## config.mk

```make
export PLATFORM = sky130hd
export DESIGN_NAME = sfpes_top
export DESIGN_NICKNAME = d
export VERILOG_FILES = /design/src/sfpes_pkg.sv /design/src/sfpes_top.sv
export SDC_FILE = /design/constraint.sdc
export NUM_CORES = 2
export LEC_CHECK = 0
export BUFFER_PORTS_ARGS = -buffer_cell sky130_fd_sc_hd__buf_4
export CAP_MARGIN = 20
export CORE_UTILIZATION = 60
export DETAILED_ROUTE_END_ITERATION = 12
export GPL_TIMING_DRIVEN = 1
export PLACE_DENSITY = 0.75
export SLEW_MARGIN = 20
export SYNTH_ARGS = -nofsm -noshare
export SYNTH_HDL_FRONTEND = slang
export SYNTH_SLANG_ARGS = --single-unit
export TNS_END_PERCENT = 1
```

## constraint.sdc

```tcl
create_clock -name clock -period 14.3 [get_ports clock]
set_clock_uncertainty 0.15 [all_clocks]
set_input_delay 0.715 -clock clock [delete_from_list [all_inputs] [get_ports clock]]
set_output_delay 0.715 -clock clock [all_outputs]
set_load 0.02 [all_outputs]
```

## src/sfpes_pkg.sv

```systemverilog
// Shared constants and types for the flash command sequencer.
// Assumes one 50 MHz system clock and 24-bit command addresses.
package sfpes_pkg;

  // ==========
  // Command codes.
  localparam logic [7:0] OPC_WREN = 8'h06; // Sets the write latch.
  localparam logic [7:0] OPC_WRDI = 8'h04; // Clears the write latch.
  localparam logic [7:0] OPC_PP1  = 8'h02; // Single-line page program.
  localparam logic [7:0] OPC_PP4  = 8'h32; // Quad-input page program.
  localparam logic [7:0] OPC_SE   = 8'h20; // Sector erase.
  localparam logic [7:0] OPC_BE32 = 8'h52; // Half block erase.
  localparam logic [7:0] OPC_BE64 = 8'hD8; // Block erase.
  localparam logic [7:0] OPC_CE1  = 8'hC7; // Chip erase.
  localparam logic [7:0] OPC_CE2  = 8'h60; // Chip erase, alias.
  localparam logic [7:0] OPC_SUSP = 8'h75; // Suspend.
  localparam logic [7:0] OPC_RESM = 8'h7A; // Resume.

  // ==========
  // Frame shape, in bits seen on the link.
  localparam logic [5:0] OPC_BITS = 6'h08; // Opcode only.
  localparam logic [5:0] HDR_BITS = 6'h20; // Opcode plus address.

  // ==========
  // Area sizes as log2 of bytes, and protection units.
  localparam logic [4:0]  LG_PAGE  = 5'h08;
  localparam logic [4:0]  LG_SECT  = 5'h0C;
  localparam logic [4:0]  LG_B32   = 5'h0F;
  localparam logic [4:0]  LG_B64   = 5'h10;
  localparam logic [24:0] SEC_UNIT = 25'h0001000; // Fine unit, 4 KB.
  localparam logic [24:0] BLK_UNIT = 25'h0010000; // Coarse unit, 64 KB.
  localparam logic [24:0] SEC_CAP  = 25'h0008000; // Fine range ceiling.

  // ==========
  // Timing.
  localparam int CLK_MHZ    = 50;
  localparam int TSUS_NS    = 20000; // Suspend latency.
  localparam int TSUS_CYC   = (TSUS_NS * CLK_MHZ) / 1000;
  localparam int RESUME_NS  = 200;   // Resume to busy.
  localparam int RESUME_CYC = (RESUME_NS * CLK_MHZ) / 1000;

  // Kind of self-timed operation.
  typedef enum logic [2:0] {
    KIND_PROG, KIND_SECT, KIND_B32, KIND_B64, KIND_CHIP
  } sfpes_kind_t;

  // Sequencer state.
  typedef enum logic {ST_IDLE, ST_RUN} sfpes_state_t;

endpackage : sfpes_pkg

```

## src/sfpes_top.sv

```systemverilog
// Program, erase and suspend sequencer of a serial NOR flash.
// Assumes the host drives chip select, serial clock and four data lines;
// the array itself and the lock table sit outside this module.
`timescale 1ns/1ps
module sfpes_top
#(
  parameter int ADDR_W  = 22,       // Array size as log2 of bytes.
  parameter int PROG_US = 700,      // Page program time.
  parameter int SECT_US = 45000,    // Sector erase time.
  parameter int B32_US  = 120000,   // Half block erase time.
  parameter int B64_US  = 150000,   // Block erase time.
  parameter int CHIP_US = 10000000  // Chip erase time.
)
(
  input  wire logic        clock,
  input  wire logic        rst,
  input  wire logic        cs_n_pin,
  input  wire logic        sclk_pin,
  input  wire logic [3:0]  io_pin,
  input  wire logic        quad_enable_bit,
  input  wire logic        protect_complement,
  input  wire logic        protect_granularity,
  input  wire logic        protect_top_bottom,
  input  wire logic        protect_range_bit2,
  input  wire logic        protect_range_bit1,
  input  wire logic        protect_range_bit0,
  input  wire logic        lock_hit,
  input  wire logic        any_lock,
  output logic             busy,
  output logic             suspend_flag,
  output logic             write_enable_latch,
  output logic [23:0]      lock_query_addr,
  output logic             mem_wr_en,
  output logic [23:0]      mem_wr_addr,
  output logic [7:0]       mem_wr_data,
  output logic             mem_erase_en,
  output logic [23:0]      mem_erase_addr,
  output logic [4:0]       mem_erase_lg
);

  localparam logic [24:0] SIZE     = 25'h1 << ADDR_W;
  localparam logic [31:0] PROG_CYC = 32'(PROG_US * sfpes_pkg::CLK_MHZ);
  localparam logic [31:0] SECT_CYC = 32'(SECT_US * sfpes_pkg::CLK_MHZ);
  localparam logic [31:0] B32_CYC  = 32'(B32_US * sfpes_pkg::CLK_MHZ);
  localparam logic [31:0] B64_CYC  = 32'(B64_US * sfpes_pkg::CLK_MHZ);
  localparam logic [31:0] CHIP_CYC = 32'(CHIP_US * sfpes_pkg::CLK_MHZ);
  localparam int          SUS_LIM  = sfpes_pkg::TSUS_CYC;
  localparam int          RES_LIM  = sfpes_pkg::RESUME_CYC;

  // ==========
  // Pin synchronisers: {chip select, serial clock, data}.
  logic [5:0] s1_reg;   // First stage, read only by the second.
  logic [5:0] s2_reg;   // Settled pin levels.
  logic [5:0] s3_reg;   // One cycle older, for edge finding.
  logic       cs_low;   // Frame in progress.
  logic       cs_fall;  // Frame opens.
  logic       end_ev;   // Frame closes.
  logic       sck_rise; // Sequencer latches a bit.

  // Three plain stages; the link clock is only sampled, never used.
  always_ff @(posedge clock)
  begin
    s1_reg <= {cs_n_pin, sclk_pin, io_pin};
    s2_reg <= s1_reg;
    s3_reg <= s2_reg;
  end

  assign cs_low   = !s2_reg[5];
  assign cs_fall  = !s2_reg[5] && s3_reg[5];
  assign end_ev   = s2_reg[5] && !s3_reg[5];
  assign sck_rise = s2_reg[4] && !s3_reg[4] && cs_low;

  // ==========
  // Frame shifter and page buffer.
  logic [5:0]   bcnt_reg, bcnt_next;   // Header bits taken.
  logic [2:0]   sub_reg, sub_next;     // Bits into current data byte.
  logic [7:0]   opc_reg, opc_next;     // Opcode.
  logic [7:0]   sh_reg, sh_next;       // Data byte assembly.
  logic [23:0]  addr_reg, addr_next;   // Command address.
  logic [7:0]   bidx_reg, bidx_next;   // Data bytes taken, modulo page.
  logic         got_reg, got_next;     // At least one whole byte.
  logic [255:0] valid_reg, valid_next; // Page slots loaded.
  logic         buf_we;                // Page buffer write strobe.
  logic [7:0]   widx;                  // Page slot being written.
  logic [7:0]   pbuf [256];            // Page buffer.
  logic         busy_reg;              // Self-timed operation running.

  // Header bits stack up until the opcode and address are in; after
  // that every whole byte lands in the page buffer. The buffer is frozen
  // while busy so a stray frame cannot corrupt data being programmed.
  always_comb
  begin
    bcnt_next  = bcnt_reg;
    sub_next   = sub_reg;
    opc_next   = opc_reg;
    sh_next    = sh_reg;
    addr_next  = addr_reg;
    bidx_next  = bidx_reg;
    got_next   = got_reg;
    valid_next = valid_reg;
    buf_we     = 1'b0;
    widx       = addr_reg[7:0] + bidx_reg;
    if (cs_fall)
    begin
      bcnt_next = '0;
      sub_next  = '0;
      bidx_next = '0;
      // A short frame, such as chip erase, must not reuse an old address.
      addr_next = '0;
      got_next  = 1'b0;
      if (!busy_reg)
        valid_next = '0;
    end
    else if (sck_rise)
    begin
      if (bcnt_reg < sfpes_pkg::OPC_BITS)
      begin
        opc_next  = {opc_reg[6:0], s2_reg[0]};
        bcnt_next = bcnt_reg + 6'h01;
      end
      else if (bcnt_reg < sfpes_pkg::HDR_BITS)
      begin
        // Quad program carries the address on all four lines.
        if (opc_reg == sfpes_pkg::OPC_PP4)
        begin
          addr_next = {addr_reg[19:0], s2_reg[3:0]};
          bcnt_next = bcnt_reg + 6'h04;
        end
        else
        begin
          addr_next = {addr_reg[22:0], s2_reg[0]};
          bcnt_next = bcnt_reg + 6'h01;
        end
      end
      else
      begin
        if (opc_reg == sfpes_pkg::OPC_PP4)
        begin
          sh_next  = {sh_reg[3:0], s2_reg[3:0]};
          sub_next = sub_reg + 3'h4;
        end
        else
        begin
          sh_next  = {sh_reg[6:0], s2_reg[0]};
          sub_next = sub_reg + 3'h1;
        end
        // A whole byte goes to its slot; later bytes overwrite earlier.
        if (sub_next == 3'h0)
        begin
          got_next  = 1'b1;
          bidx_next = bidx_reg + 8'h01;
          if (!busy_reg)
          begin
            buf_we           = 1'b1;
            valid_next[widx] = 1'b1;
          end
        end
      end
    end
  end

  always_ff @(posedge clock)
  begin
    if (rst)
    begin
      bcnt_reg  <= '0;
      sub_reg   <= '0;
      opc_reg   <= '0;
      sh_reg    <= '0;
      addr_reg  <= '0;
      bidx_reg  <= '0;
      got_reg   <= 1'b0;
      valid_reg <= '0;
    end
    else
    begin
      bcnt_reg  <= bcnt_next;
      sub_reg   <= sub_next;
      opc_reg   <= opc_next;
      sh_reg    <= sh_next;
      addr_reg  <= addr_next;
      bidx_reg  <= bidx_next;
      got_reg   <= got_next;
      valid_reg <= valid_next;
    end
  end

  // Buffer contents need no reset; the valid mask guards them.
  always_ff @(posedge clock)
  begin
    if (buf_we)
      pbuf[widx] <= sh_next;
  end

  // ==========
  // Area checks.
  // Protected range from the range bits; complement inverts it.
  function automatic logic prot_hit(input logic [23:0] a,
                                    input logic [4:0]  lg);
    logic [2:0]  bp;
    logic [24:0] len;
    logic [24:0] lo;
    logic [24:0] hi;
    logic [24:0] ta;
    logic [24:0] te;
    bp  = {protect_range_bit2, protect_range_bit1, protect_range_bit0};
    len = '0;
    if (bp != 3'h0)
      len = (protect_granularity ? sfpes_pkg::SEC_UNIT
                                 : sfpes_pkg::BLK_UNIT) << (bp - 3'h1);
    if (protect_granularity && len > sfpes_pkg::SEC_CAP)
      len = sfpes_pkg::SEC_CAP;
    if (len > SIZE)
      len = SIZE;
    lo = protect_top_bottom ? '0 : SIZE - len;
    hi = protect_top_bottom ? len : SIZE;
    ta = {1'b0, a} & (SIZE - 25'h1) & ~((25'h1 << lg) - 25'h1);
    te = ta + (25'h1 << lg);
    if (protect_complement)
      return !(ta >= lo && te <= hi);
    return ta < hi && te > lo;
  endfunction : prot_hit

  // Two aligned areas meet when they agree above the larger size.
  function automatic logic same_area(input logic [23:0] a,
                                     input logic [4:0]  la,
                                     input logic [23:0] b,
                                     input logic [4:0]  lb);
    logic [4:0] m;
    m = (la > lb) ? la : lb;
    return ((a ^ b) >> m) == 24'h0;
  endfunction : same_area

  // ==========
  // Command decode at frame end.
  sfpes_pkg::sfpes_kind_t kind;   // Kind the opcode asks for.
  logic [4:0]             lg;     // Its area size.
  logic [31:0]            dur;    // Its run time in cycles.
  logic                   isop;   // Opcode is program or erase.
  logic                   shape;  // Frame ended cleanly.
  logic                   prot;   // Target protected or locked.
  logic                   forbid; // Barred while suspended.
  logic                   go_op, acc_sus, acc_res, one_byte;
  sfpes_pkg::sfpes_kind_t skind_reg;
  logic [23:0]            saddr_reg;
  logic [4:0]             slg_reg;
  logic                   sus_reg;
  logic                   wel_reg;
  sfpes_pkg::sfpes_kind_t kind_reg;

  always_comb
  begin
    kind     = sfpes_pkg::KIND_PROG;
    lg       = sfpes_pkg::LG_PAGE;
    dur      = PROG_CYC;
    isop     = 1'b1;
    one_byte = bcnt_reg == sfpes_pkg::OPC_BITS;
    // A sector or block erase frame must end on its last address bit; any stray bit
    // after it leaves a part or whole byte behind and cancels the command.
    shape    = bcnt_reg == sfpes_pkg::HDR_BITS && sub_reg == 3'h0 &&
               !got_reg;
    unique case (opc_reg)
      sfpes_pkg::OPC_PP1, sfpes_pkg::OPC_PP4:
        shape = bcnt_reg == sfpes_pkg::HDR_BITS && got_reg &&
                sub_reg == 3'h0 &&
                (opc_reg != sfpes_pkg::OPC_PP4 || quad_enable_bit);
      sfpes_pkg::OPC_SE:
      begin
        kind = sfpes_pkg::KIND_SECT;
        lg   = sfpes_pkg::LG_SECT;
        dur  = SECT_CYC;
      end
      sfpes_pkg::OPC_BE32:
      begin
        kind = sfpes_pkg::KIND_B32;
        lg   = sfpes_pkg::LG_B32;
        dur  = B32_CYC;
      end
      sfpes_pkg::OPC_BE64:
      begin
        kind = sfpes_pkg::KIND_B64;
        lg   = sfpes_pkg::LG_B64;
        dur  = B64_CYC;
      end
      sfpes_pkg::OPC_CE1, sfpes_pkg::OPC_CE2:
      begin
        kind  = sfpes_pkg::KIND_CHIP;
        lg    = 5'(ADDR_W);
        dur   = CHIP_CYC;
        shape = one_byte;
      end
      default:
        isop = 1'b0;
    endcase
    // A whole-array target turns the range test into "anything at all".
    prot = prot_hit(addr_reg, lg) ||
           (kind == sfpes_pkg::KIND_CHIP ? any_lock : lock_hit);
    // Commands of the suspended class (program or erase) are barred; others must miss the held area.
    forbid = sus_reg &&
             (((skind_reg == sfpes_pkg::KIND_PROG) ==
               (kind == sfpes_pkg::KIND_PROG)) ||
              same_area(addr_reg, lg, saddr_reg, slg_reg));
    go_op = end_ev && isop && shape && wel_reg &&
            !busy_reg && !prot && !forbid;
    acc_sus = end_ev && one_byte && opc_reg == sfpes_pkg::OPC_SUSP &&
              busy_reg && !sus_reg &&
              kind_reg != sfpes_pkg::KIND_CHIP;
    acc_res = end_ev && one_byte && opc_reg == sfpes_pkg::OPC_RESM &&
              sus_reg && !busy_reg;
  end

  // ==========
  // Sequencer.
  sfpes_pkg::sfpes_state_t st_reg, st_next;
  sfpes_pkg::sfpes_kind_t  kind_next, skind_next;
  logic        busy_next, sus_next, wel_next, pend_reg, pend_next;
  logic [31:0] left_reg, left_next, sleft_reg, sleft_next;
  logic [23:0] oaddr_reg, oaddr_next, saddr_next;
  logic [4:0]  olg_reg, olg_next, slg_next;
  logic [8:0]  scan_reg, scan_next; // Top bit set once all slots sent.
  logic        wr_en_next, er_en_next;
  logic [23:0] wr_addr_next, er_addr_next;
  logic [7:0]  wr_data_next;
  logic [4:0]  er_lg_next;
  logic        wr_en_reg, er_en_reg;
  logic [23:0] wr_addr_reg, er_addr_reg;
  logic [7:0]  wr_data_reg;
  logic [4:0]  er_lg_reg;

  // A program first streams its loaded slots out, one per cycle, and
  // then waits out its timer. A suspend is flagged at once but parks the
  // operation only after that stream, well inside the latency limit.
  always_comb
  begin
    st_next      = st_reg;
    kind_next    = kind_reg;
    skind_next   = skind_reg;
    sus_next     = sus_reg;
    wel_next     = wel_reg;
    pend_next    = pend_reg;
    left_next    = left_reg;
    sleft_next   = sleft_reg;
    oaddr_next   = oaddr_reg;
    saddr_next   = saddr_reg;
    olg_next     = olg_reg;
    slg_next     = slg_reg;
    scan_next    = scan_reg;
    wr_en_next   = 1'b0;
    er_en_next   = 1'b0;
    wr_addr_next = {oaddr_reg[23:8], scan_reg[7:0]};
    wr_data_next = pbuf[scan_reg[7:0]];
    er_addr_next = oaddr_reg & (24'hFFFFFF << olg_reg);
    er_lg_next   = olg_reg;
    if (end_ev && one_byte && !busy_reg)
    begin
      if (opc_reg == sfpes_pkg::OPC_WREN)
        wel_next = 1'b1;
      else if (opc_reg == sfpes_pkg::OPC_WRDI)
        wel_next = 1'b0;
    end
    unique case (st_reg)
      sfpes_pkg::ST_IDLE:
        if (go_op)
        begin
          st_next    = sfpes_pkg::ST_RUN;
          kind_next  = kind;
          oaddr_next = addr_reg;
          olg_next   = lg;
          left_next  = dur;
          scan_next  = (kind == sfpes_pkg::KIND_PROG) ? 9'h000 : 9'h100;
        end
        else if (acc_res)
        begin
          st_next    = sfpes_pkg::ST_RUN;
          sus_next   = 1'b0;
          kind_next  = skind_reg;
          oaddr_next = saddr_reg;
          olg_next   = slg_reg;
          left_next  = sleft_reg;
          scan_next  = 9'h100;
        end
      sfpes_pkg::ST_RUN:
      begin
        if (!scan_reg[8])
        begin
          wr_en_next = valid_reg[scan_reg[7:0]];
          scan_next  = scan_reg + 9'h001;
        end
        if (left_reg != 32'h0)
          left_next = left_reg - 32'h1;
        if (scan_reg[8] && pend_reg)
        begin
          st_next    = sfpes_pkg::ST_IDLE;
          pend_next  = 1'b0;
          skind_next = kind_reg;
          saddr_next = oaddr_reg;
          slg_next   = olg_reg;
          sleft_next = left_reg;
        end
        // A suspend taken on the final cycle parks next cycle with no
        // time left, so the saved state always matches the flag.
        else if (scan_reg[8] && left_reg == 32'h0 && !acc_sus)
        begin
          st_next    = sfpes_pkg::ST_IDLE;
          wel_next   = 1'b0;
          er_en_next = kind_reg != sfpes_pkg::KIND_PROG;
        end
      end
    endcase
    if (acc_sus)
    begin
      sus_next  = 1'b1;
      pend_next = 1'b1;
    end
    busy_next = st_next == sfpes_pkg::ST_RUN;
  end

  // Reset stands for power loss: any suspended work is dropped.
  always_ff @(posedge clock)
  begin
    if (rst)
    begin
      st_reg      <= sfpes_pkg::ST_IDLE;
      kind_reg    <= sfpes_pkg::KIND_PROG;
      skind_reg   <= sfpes_pkg::KIND_PROG;
      busy_reg    <= 1'b0;
      sus_reg     <= 1'b0;
      wel_reg     <= 1'b0;
      pend_reg    <= 1'b0;
      left_reg    <= '0;
      sleft_reg   <= '0;
      oaddr_reg   <= '0;
      saddr_reg   <= '0;
      olg_reg     <= '0;
      slg_reg     <= '0;
      scan_reg    <= 9'h100;
      wr_en_reg   <= 1'b0;
      er_en_reg   <= 1'b0;
      wr_addr_reg <= '0;
      wr_data_reg <= '0;
      er_addr_reg <= '0;
      er_lg_reg   <= '0;
    end
    else
    begin
      st_reg      <= st_next;
      kind_reg    <= kind_next;
      skind_reg   <= skind_next;
      busy_reg    <= busy_next;
      sus_reg     <= sus_next;
      wel_reg     <= wel_next;
      pend_reg    <= pend_next;
      left_reg    <= left_next;
      sleft_reg   <= sleft_next;
      oaddr_reg   <= oaddr_next;
      saddr_reg   <= saddr_next;
      olg_reg     <= olg_next;
      slg_reg     <= slg_next;
      scan_reg    <= scan_next;
      wr_en_reg   <= wr_en_next;
      er_en_reg   <= er_en_next;
      wr_addr_reg <= wr_addr_next;
      wr_data_reg <= wr_data_next;
      er_addr_reg <= er_addr_next;
      er_lg_reg   <= er_lg_next;
    end
  end

  assign busy               = busy_reg;
  assign suspend_flag       = sus_reg;
  assign write_enable_latch = wel_reg;
  assign lock_query_addr    = addr_reg;
  assign mem_wr_en          = wr_en_reg;
  assign mem_wr_addr        = wr_addr_reg;
  assign mem_wr_data        = wr_data_reg;
  assign mem_erase_en       = er_en_reg;
  assign mem_erase_addr     = er_addr_reg;
  assign mem_erase_lg       = er_lg_reg;

  // ==========
  // Checks.
  chk_quad_gate: assert property (@(posedge clock) disable iff (rst)
    go_op && opc_reg == sfpes_pkg::OPC_PP4 |-> quad_enable_bit)
    else $error("quad program taken without quad enable");
  chk_wel_gate: assert property (@(posedge clock) disable iff (rst)
    go_op |-> write_enable_latch)
    else $error("operation taken without write latch");
  chk_busy_start: assert property (@(posedge clock) disable iff (rst)
    go_op |=> busy && !$past(busy))
    else $error("busy did not rise on accepted operation");
  chk_wel_clear: assert property (@(posedge clock) disable iff (rst)
    $fell(busy) && !suspend_flag |-> !write_enable_latch)
    else $error("write latch still set after completion");
  chk_prot_block: assert property (@(posedge clock) disable iff (rst)
    end_ev && isop && prot |=> !$rose(busy))
    else $error("protected area operation started");
  chk_chip_nosus: assert property (@(posedge clock) disable iff (rst)
    busy && kind_reg == sfpes_pkg::KIND_CHIP |=> !$rose(suspend_flag))
    else $error("suspend accepted during chip erase");
  chk_sus_latency: assert property (@(posedge clock) disable iff (rst)
    acc_sus |=> suspend_flag ##[0:SUS_LIM] !busy)
    else $error("suspend flag or busy release late");
  chk_res_busy: assert property (@(posedge clock) disable iff (rst)
    acc_res |=> !suspend_flag ##[0:RES_LIM] busy)
    else $error("resume did not restart in time");
  chk_busy_ignore: assert property (@(posedge clock) disable iff (rst)
    busy && end_ev && isop |=> $stable(oaddr_reg) && $stable(kind_reg))
    else $error("operation taken while busy");
  chk_page_wrap: assert property (@(posedge clock) disable iff (rst)
    mem_wr_en |-> mem_wr_addr[23:8] == oaddr_reg[23:8])
    else $error("program write left its page");

endmodule : sfpes_top

```

-- Word-level counts from Yosys, hierarchy flattened
Memory sizes are Yosys's and may differ from the RTL's. A register that Yosys moved wholly into a read port is not among the register bits.
Cells that the tools add are included.
- bits in registers: 528
- memories: 1
- RAM bits: 2048
- logic and storage cells: 254
- output and inout bits: 90
- memories (memory ; words ; width ; read ports ; clocked after Yosys merged registers in ; write ports ; RTL line ; source):
    pbuf ; 256 ; 8 ; 1 ; 1 ; 1 ; sfpes_top.sv:85 ; logic [7:0] pbuf [256];
- $lt $le $gt $ge: 12
- shifts and indexed selects: 4
- bitwise logic cells: 10
- add/subtract/negate cells: 12
- reductions and logical operators: 79
- multiplexer cells: 82
- equal/unequal tests: 24
- operators with widths (cell ; count):
    $mux 256 ; 7
    $or 256x256->256 ; 1
    $mux 25 ; 5
    $pmux 29 s4 ; 1
    $mux 32 ; 3
    $mux 24 ; 3
    $pmux 32 s2 ; 1
    $mux 8 ; 5
    $mux 9 ; 4
    $eq 8x7->1 const B ; 4
    $logic_and 1x1->1 ; 32
    $logic_not 32->1 ; 1
    $mux 1 ; 32
    $reduce_bool 32->1 ; 1
    $sub 32x1->32 const B ; 1
    $add 25x25->25 ; 1
    $and 22x25->25 ; 1
    $ge 25x25->1 ; 1
    $gt 25x16->1 const B ; 1
    $gt 25x23->1 const B ; 1
    $gt 25x25->1 ; 1
    $le 25x25->1 ; 1
    $lt 25x25->1 ; 1
    $not 25->25 ; 1
    other kinds (58) ; 113

-- Longest topological paths before layout
- word-level depth: 22
- depth in mapped cells: 33

-- Least setup slack after synthesis
No wires, ideal clock.
- path kind: register to register
- from: register opc_reg[3]
- to: memory pbuf[0][2], data pin
- arrival time: 9.529 ns
- setup time: 1.736 ns
- required time: 12.414 ns
- stages on the path, launching flop included: 9
- setup slack: 2.885 ns
- buffers on the path: 3
- cells stage by stage: dfxtp_1 buf_2 or3_1 nor3b_2 and3_1 clkbuf_1 clkbuf_1 nand2_1 a31oi_1
- longest elaborated chain between the ends: 6
- ends and longest elaborated chain (what ; RTL line ; source):
    start: declaration ; sfpes_top.sv:77 ; logic [7:0] opc_reg, opc_next;
    start signal: assignment ; sfpes_top.sv:179 ; opc_reg <= opc_next;
    $eq 8x6->1 ; sfpes_top.sv:137 ; if (opc_reg == sfpes_pkg::OPC_PP4)
    $mux 8 ; sfpes_top.sv:137 ;
    $mux 8 ; sfpes_top.sv:121 ; else if (bcnt_reg < sfpes_pkg::HDR_BITS)
    $mux 8 ; sfpes_top.sv:116 ; if (bcnt_reg < sfpes_pkg::OPC_BITS)
    $mux 8 ; sfpes_top.sv:114 ; else if (sck_rise)
    $mux 8 ; sfpes_top.sv:103 ; if (cs_fall)
    via sh_next[2] ; sfpes_top.sv:78 ; logic [7:0] sh_reg, sh_next;
    end: declaration ; sfpes_top.sv:85 ;
The timed path passes the listed nets, and every way through them passes these cells.

-- Worst setup path after layout
- from: register opc_reg[6]
- to: register left_reg[24]
- longest elaborated chain between the ends: 19
- elaborated cells on any way between the ends: 59
- ends and longest elaborated chain (what ; RTL line ; source):
    $eq 8x8->1 or $eq 8x7->1 (tied branches) ; sfpes_top.sv:262 ; unique case (opc_reg)
    $reduce_or 2->1 ; sfpes_top.sv:262 ;
    $pmux 5 s4 ; sfpes_top.sv:262 ;
    $shl 1x5->25 ; sfpes_top.sv:217, sfpes_top.sv:218 ;
    $sub 25x1->25 ; sfpes_top.sv:217 ; ta = {1'b0, a} & (SIZE - 25'h1) & ~((25'h1 << lg) - 25'h1);
    $not 25->25 ; sfpes_top.sv:217 ;
    $and 22x25->25 ; sfpes_top.sv:217 ;
    $add 25x25->25 ; sfpes_top.sv:218 ; te = ta + (25'h1 << lg);
    [2 not listed] ; -- ;
    $logic_not 1->1 ; sfpes_top.sv:220 ; return !(ta >= lo && te <= hi);
    $mux 1 ; sfpes_top.sv:219 ; if (protect_complement)
    $mux 1 ; sfpes_top.sv:221 ; return ta < hi && te > lo;
    $logic_or 1x1->1 ; sfpes_top.sv:296 ; prot = prot_hit(addr_reg, lg) ||
    $logic_not 1->1 ; sfpes_top.sv:304 ; !busy_reg && !prot && !forbid;
    $logic_and 1x1->1 (2 in a row) ; sfpes_top.sv:304 ;
    $mux 32 or $ne 3x3->1 (tied branches) ; -- ;
    $pmux 32 s2 or $reduce_and 2->1 (tied branches) ; -- ;
    end signal: assignment ; sfpes_top.sv:453 ; left_reg <= left_next;
    end: declaration ; sfpes_top.sv:317 ; logic [31:0] left_reg, left_next, sleft_reg, sleft_next;
Several ways; a longest one is shown, not always the timed one. The select of a mux whose other input is x is not followed.
A chain may end at the register's enable or synchronous reset.

==> reports/results.ini <==
[outcome]
run_status = completed

[yosys]
count_of_cell_types_in_the_netlist = 98
ys_seq_elements = 2580
average_instance_area_after_synthesis_um2 = 16.90
yosys_most_used_dff = edfxtp_1
synth-edff-count = 2048
yosys.cell_count.top_type = edfxtp_1
synth-seq-area-share = 0.6943
syn_inst = 6150
synthArstFlopShare = 0
syn_area_um2 = 103900
synth-warning-count = 0
yosys-top-cells-area = edfxtp_1 59%, mux4_2 16%, dfxtp_1 10%
synth_largest_type_area_fraction = 0.5919
yosys-top-cells-count = 2048 x edfxtp_1, 761 x mux4_2, 744 x nor2_1
yosys.area.top_type = edfxtp_1

[placed_design]
io_buffers = 106
replace_congestion = 0.8731
hpwl_mm = 149.0

[min_path]
hp-class = reg -> reg

[power_and_ir_drop]
vdd.ir_drop.worst_v = 0.0001522
power_density_nw_per_um2 = 126.3
total_leakage_power_nw = 32.17

[critical_path]
worstPathRequired_ns = 14.93
endpoint_kind = flop
timing.critical_path.slowest_cell_delay_ns = 0.81
critical_path.top_delay_family = simple AND/OR/NAND/NOR gates
worst_ep_arrival_time_ns = 9.46
critPathBufInv = 1
worst_setup_path_start_kind = flop
critical_path.slowest_cell = nor4_1
worstSetupPathType = reg -> reg
timing.critical_path.fanout_max = 46

[sta]
setup_tns_ns = 0
max_clock_freq_ghz = 0.1132
period_minus_slack_ns = 8.831
slew_headroom = 0.1816
whs_ns = 0.1815
tightest_slew_ns = 1.226
report.final.hold_viol_count = 0
maxSlewViolCount = 0
grt_setup_unrepaired = no
final.period_utilization = 0.6176
setup_viol = 0

[layout]
final_layout_size_suffix_gt1_frac = 0.2169
fillers = 10850
largest_register_ffs = 2048
utilization = 0.6712
final_net_count = 6343
multi_input_area_um2 = 30290
area.growth.synth_to_final_pct = 10.93
seq_cell_area_um2 = 72160

[cts]
worst_setup_hold_path_clk_slew_ns = 0.06
clock_tree.root_cell = clkbuf_16
cts_tree = yes
clock_tree.buffer_depth = 3
number_of_buffers_created_by_cts = 241
worst_skew_pair.late_latency_ns = 0.89
h-tree-depth = 4
cts_sinks = 2580

[die]
initial_core_util = 0.6051
std_cell_rows = 152
core_um2 = 171700
die_y_um = 418.2
pin_count = 107
chipWidth_um = 418.2
die_area_um2 = 174800

[routing]
drt_pass1_iterations = 7
vias = 58590
initialDrtViolationCount = 7495
drc_violations = 0
final_antenna_net_count = 0
drt-wirelength-per-cell_um = 30.01
wl_mm = 262.5
via_per_inst = 6.700

[global_route]
grt_util_all_layers = 0.3031
wire_length_of_the_first_global_routing_pass_mm = 387.4
antenna_violations_before_repair = 10
grt_start_max_net_pins = 258
grt_overflow_total = 0
first_global_vias = 57700

[run]
maxCapViolCount = 0

final timing paths:
check                                   end                    start  slack, ns  cells past startpoint
setup / recovery  left_reg[24]$_SDFFE_PP0P_  opc_reg[6]$_SDFFE_PP0P_       5.47                     27
hold / removal            s2_reg[1]$_DFF_P_        s1_reg[1]$_DFF_P_       0.18                      0
setup reg to reg  left_reg[24]$_SDFFE_PP0P_  opc_reg[6]$_SDFFE_PP0P_       5.47                     27
hold reg to reg           s2_reg[1]$_DFF_P_        s1_reg[1]$_DFF_P_       0.18                      0
cell type report:
type / count / share of cell area
timing repair buffer: 210 / 0.01510
inverter: 48 / 0.001628
sequential: 2580 / 0.6261
antenna: 4 / 0.00008684
multi-input combinational: 3155 / 0.2628
clock buffer: 308 / 0.05689
clock inverter: 130 / 0.01237
tap: 2310 / 0.02508
routing by layer:
metal  wire [um]  up-vias  global-route usage
met5          55        -                   0
li1            -    24370                   -
met4       10950        8              0.1179
met2      128600     3472              0.4880
met3       24980      583             0.05637
met1       97870    30160              0.4149
kinds of logic after synthesis:
| logic type | Yosys count | synth area share |
|---|---|---|
| flops | 2580 | 0.6943 |
| simple gates | 1451 | 0.06011 |
| mux | 798 | 0.1688 |
| compound gates | 724 | 0.04329 |
| buf+inv | 437 | 0.01677 |
| fa+ha+maj | 90 | 0.01091 |
| xor+xnor | 68 | 0.005732 |
| other cells | 2 | 0.00007227 |
through the flow:
stage               instances  worst slack [ns]  total power [mW]  instance area [um^2]
CTS                      8739             5.690             14.61                115200
global placement         8294             5.927             8.242                107100
global route             8741             4.766             14.90                115300
finish                   8745             5.469             14.56                115300
floorplan                6172             2.885             8.217                104000
detailed placement       8294             5.776             8.243                107100
worst register-to-register path: stages, from the launching register on:
cell       delay, ns
dfxtp_1         0.55
nand3b_1        0.29
nor4_1          0.81
or3b_1          0.49
inv_1           0.14
and2_1          0.19
ha_1            0.39
o21ai_0         0.36
a21oi_1         0.09
o21ai_0         0.25
a21oi_1         0.13
o41ai_1         0.62
o2111ai_1       0.24
a21o_1          0.24
a31oi_1         0.20
xor2_1          0.13
ha_1            0.34
nand4_1         0.14
nor4_1          0.34
and3_1          0.20
nand4_1         0.09
o211ai_1        0.20
and2_1          0.15
o2111ai_1       0.37
or2_1           0.50
nor2_8          0.55
o211ai_1        0.36
o2bb2ai_1       0.26
cells in the final DEF, fill, tap and decap left out, drive strengths merged, types with 24 or more instances in the layout:
master and n:
nor4 24, conb 24, and2 42, mux2i 35, nor2 749, dfxtp 532, nor3 34, buf 203
edfxtp 2048, nor2b 43, xor2 25, o31ai 31, xnor2 43, a311oi 55, clkinv 96, nand3 53
a21oi 394, o21ai 66, ha 89, nand2 394, clkbuf 308, mux4 761, inv 52
timing repair:
action                                 CTS  global route
hold buffers                             7             0
gates resized for setup                  0             0
endpoints found under the hold margin   12             0
buffers inserted                         0             0
report_power, final:
part           switching, mW  total, mW  internal (mW)
clock network           2.83       6.47           3.64
registers            0.00338       7.99           7.98
logic                 0.0695      0.101         0.0313
total                   2.90       14.6           11.7
(Power assumes the default switching activity.)
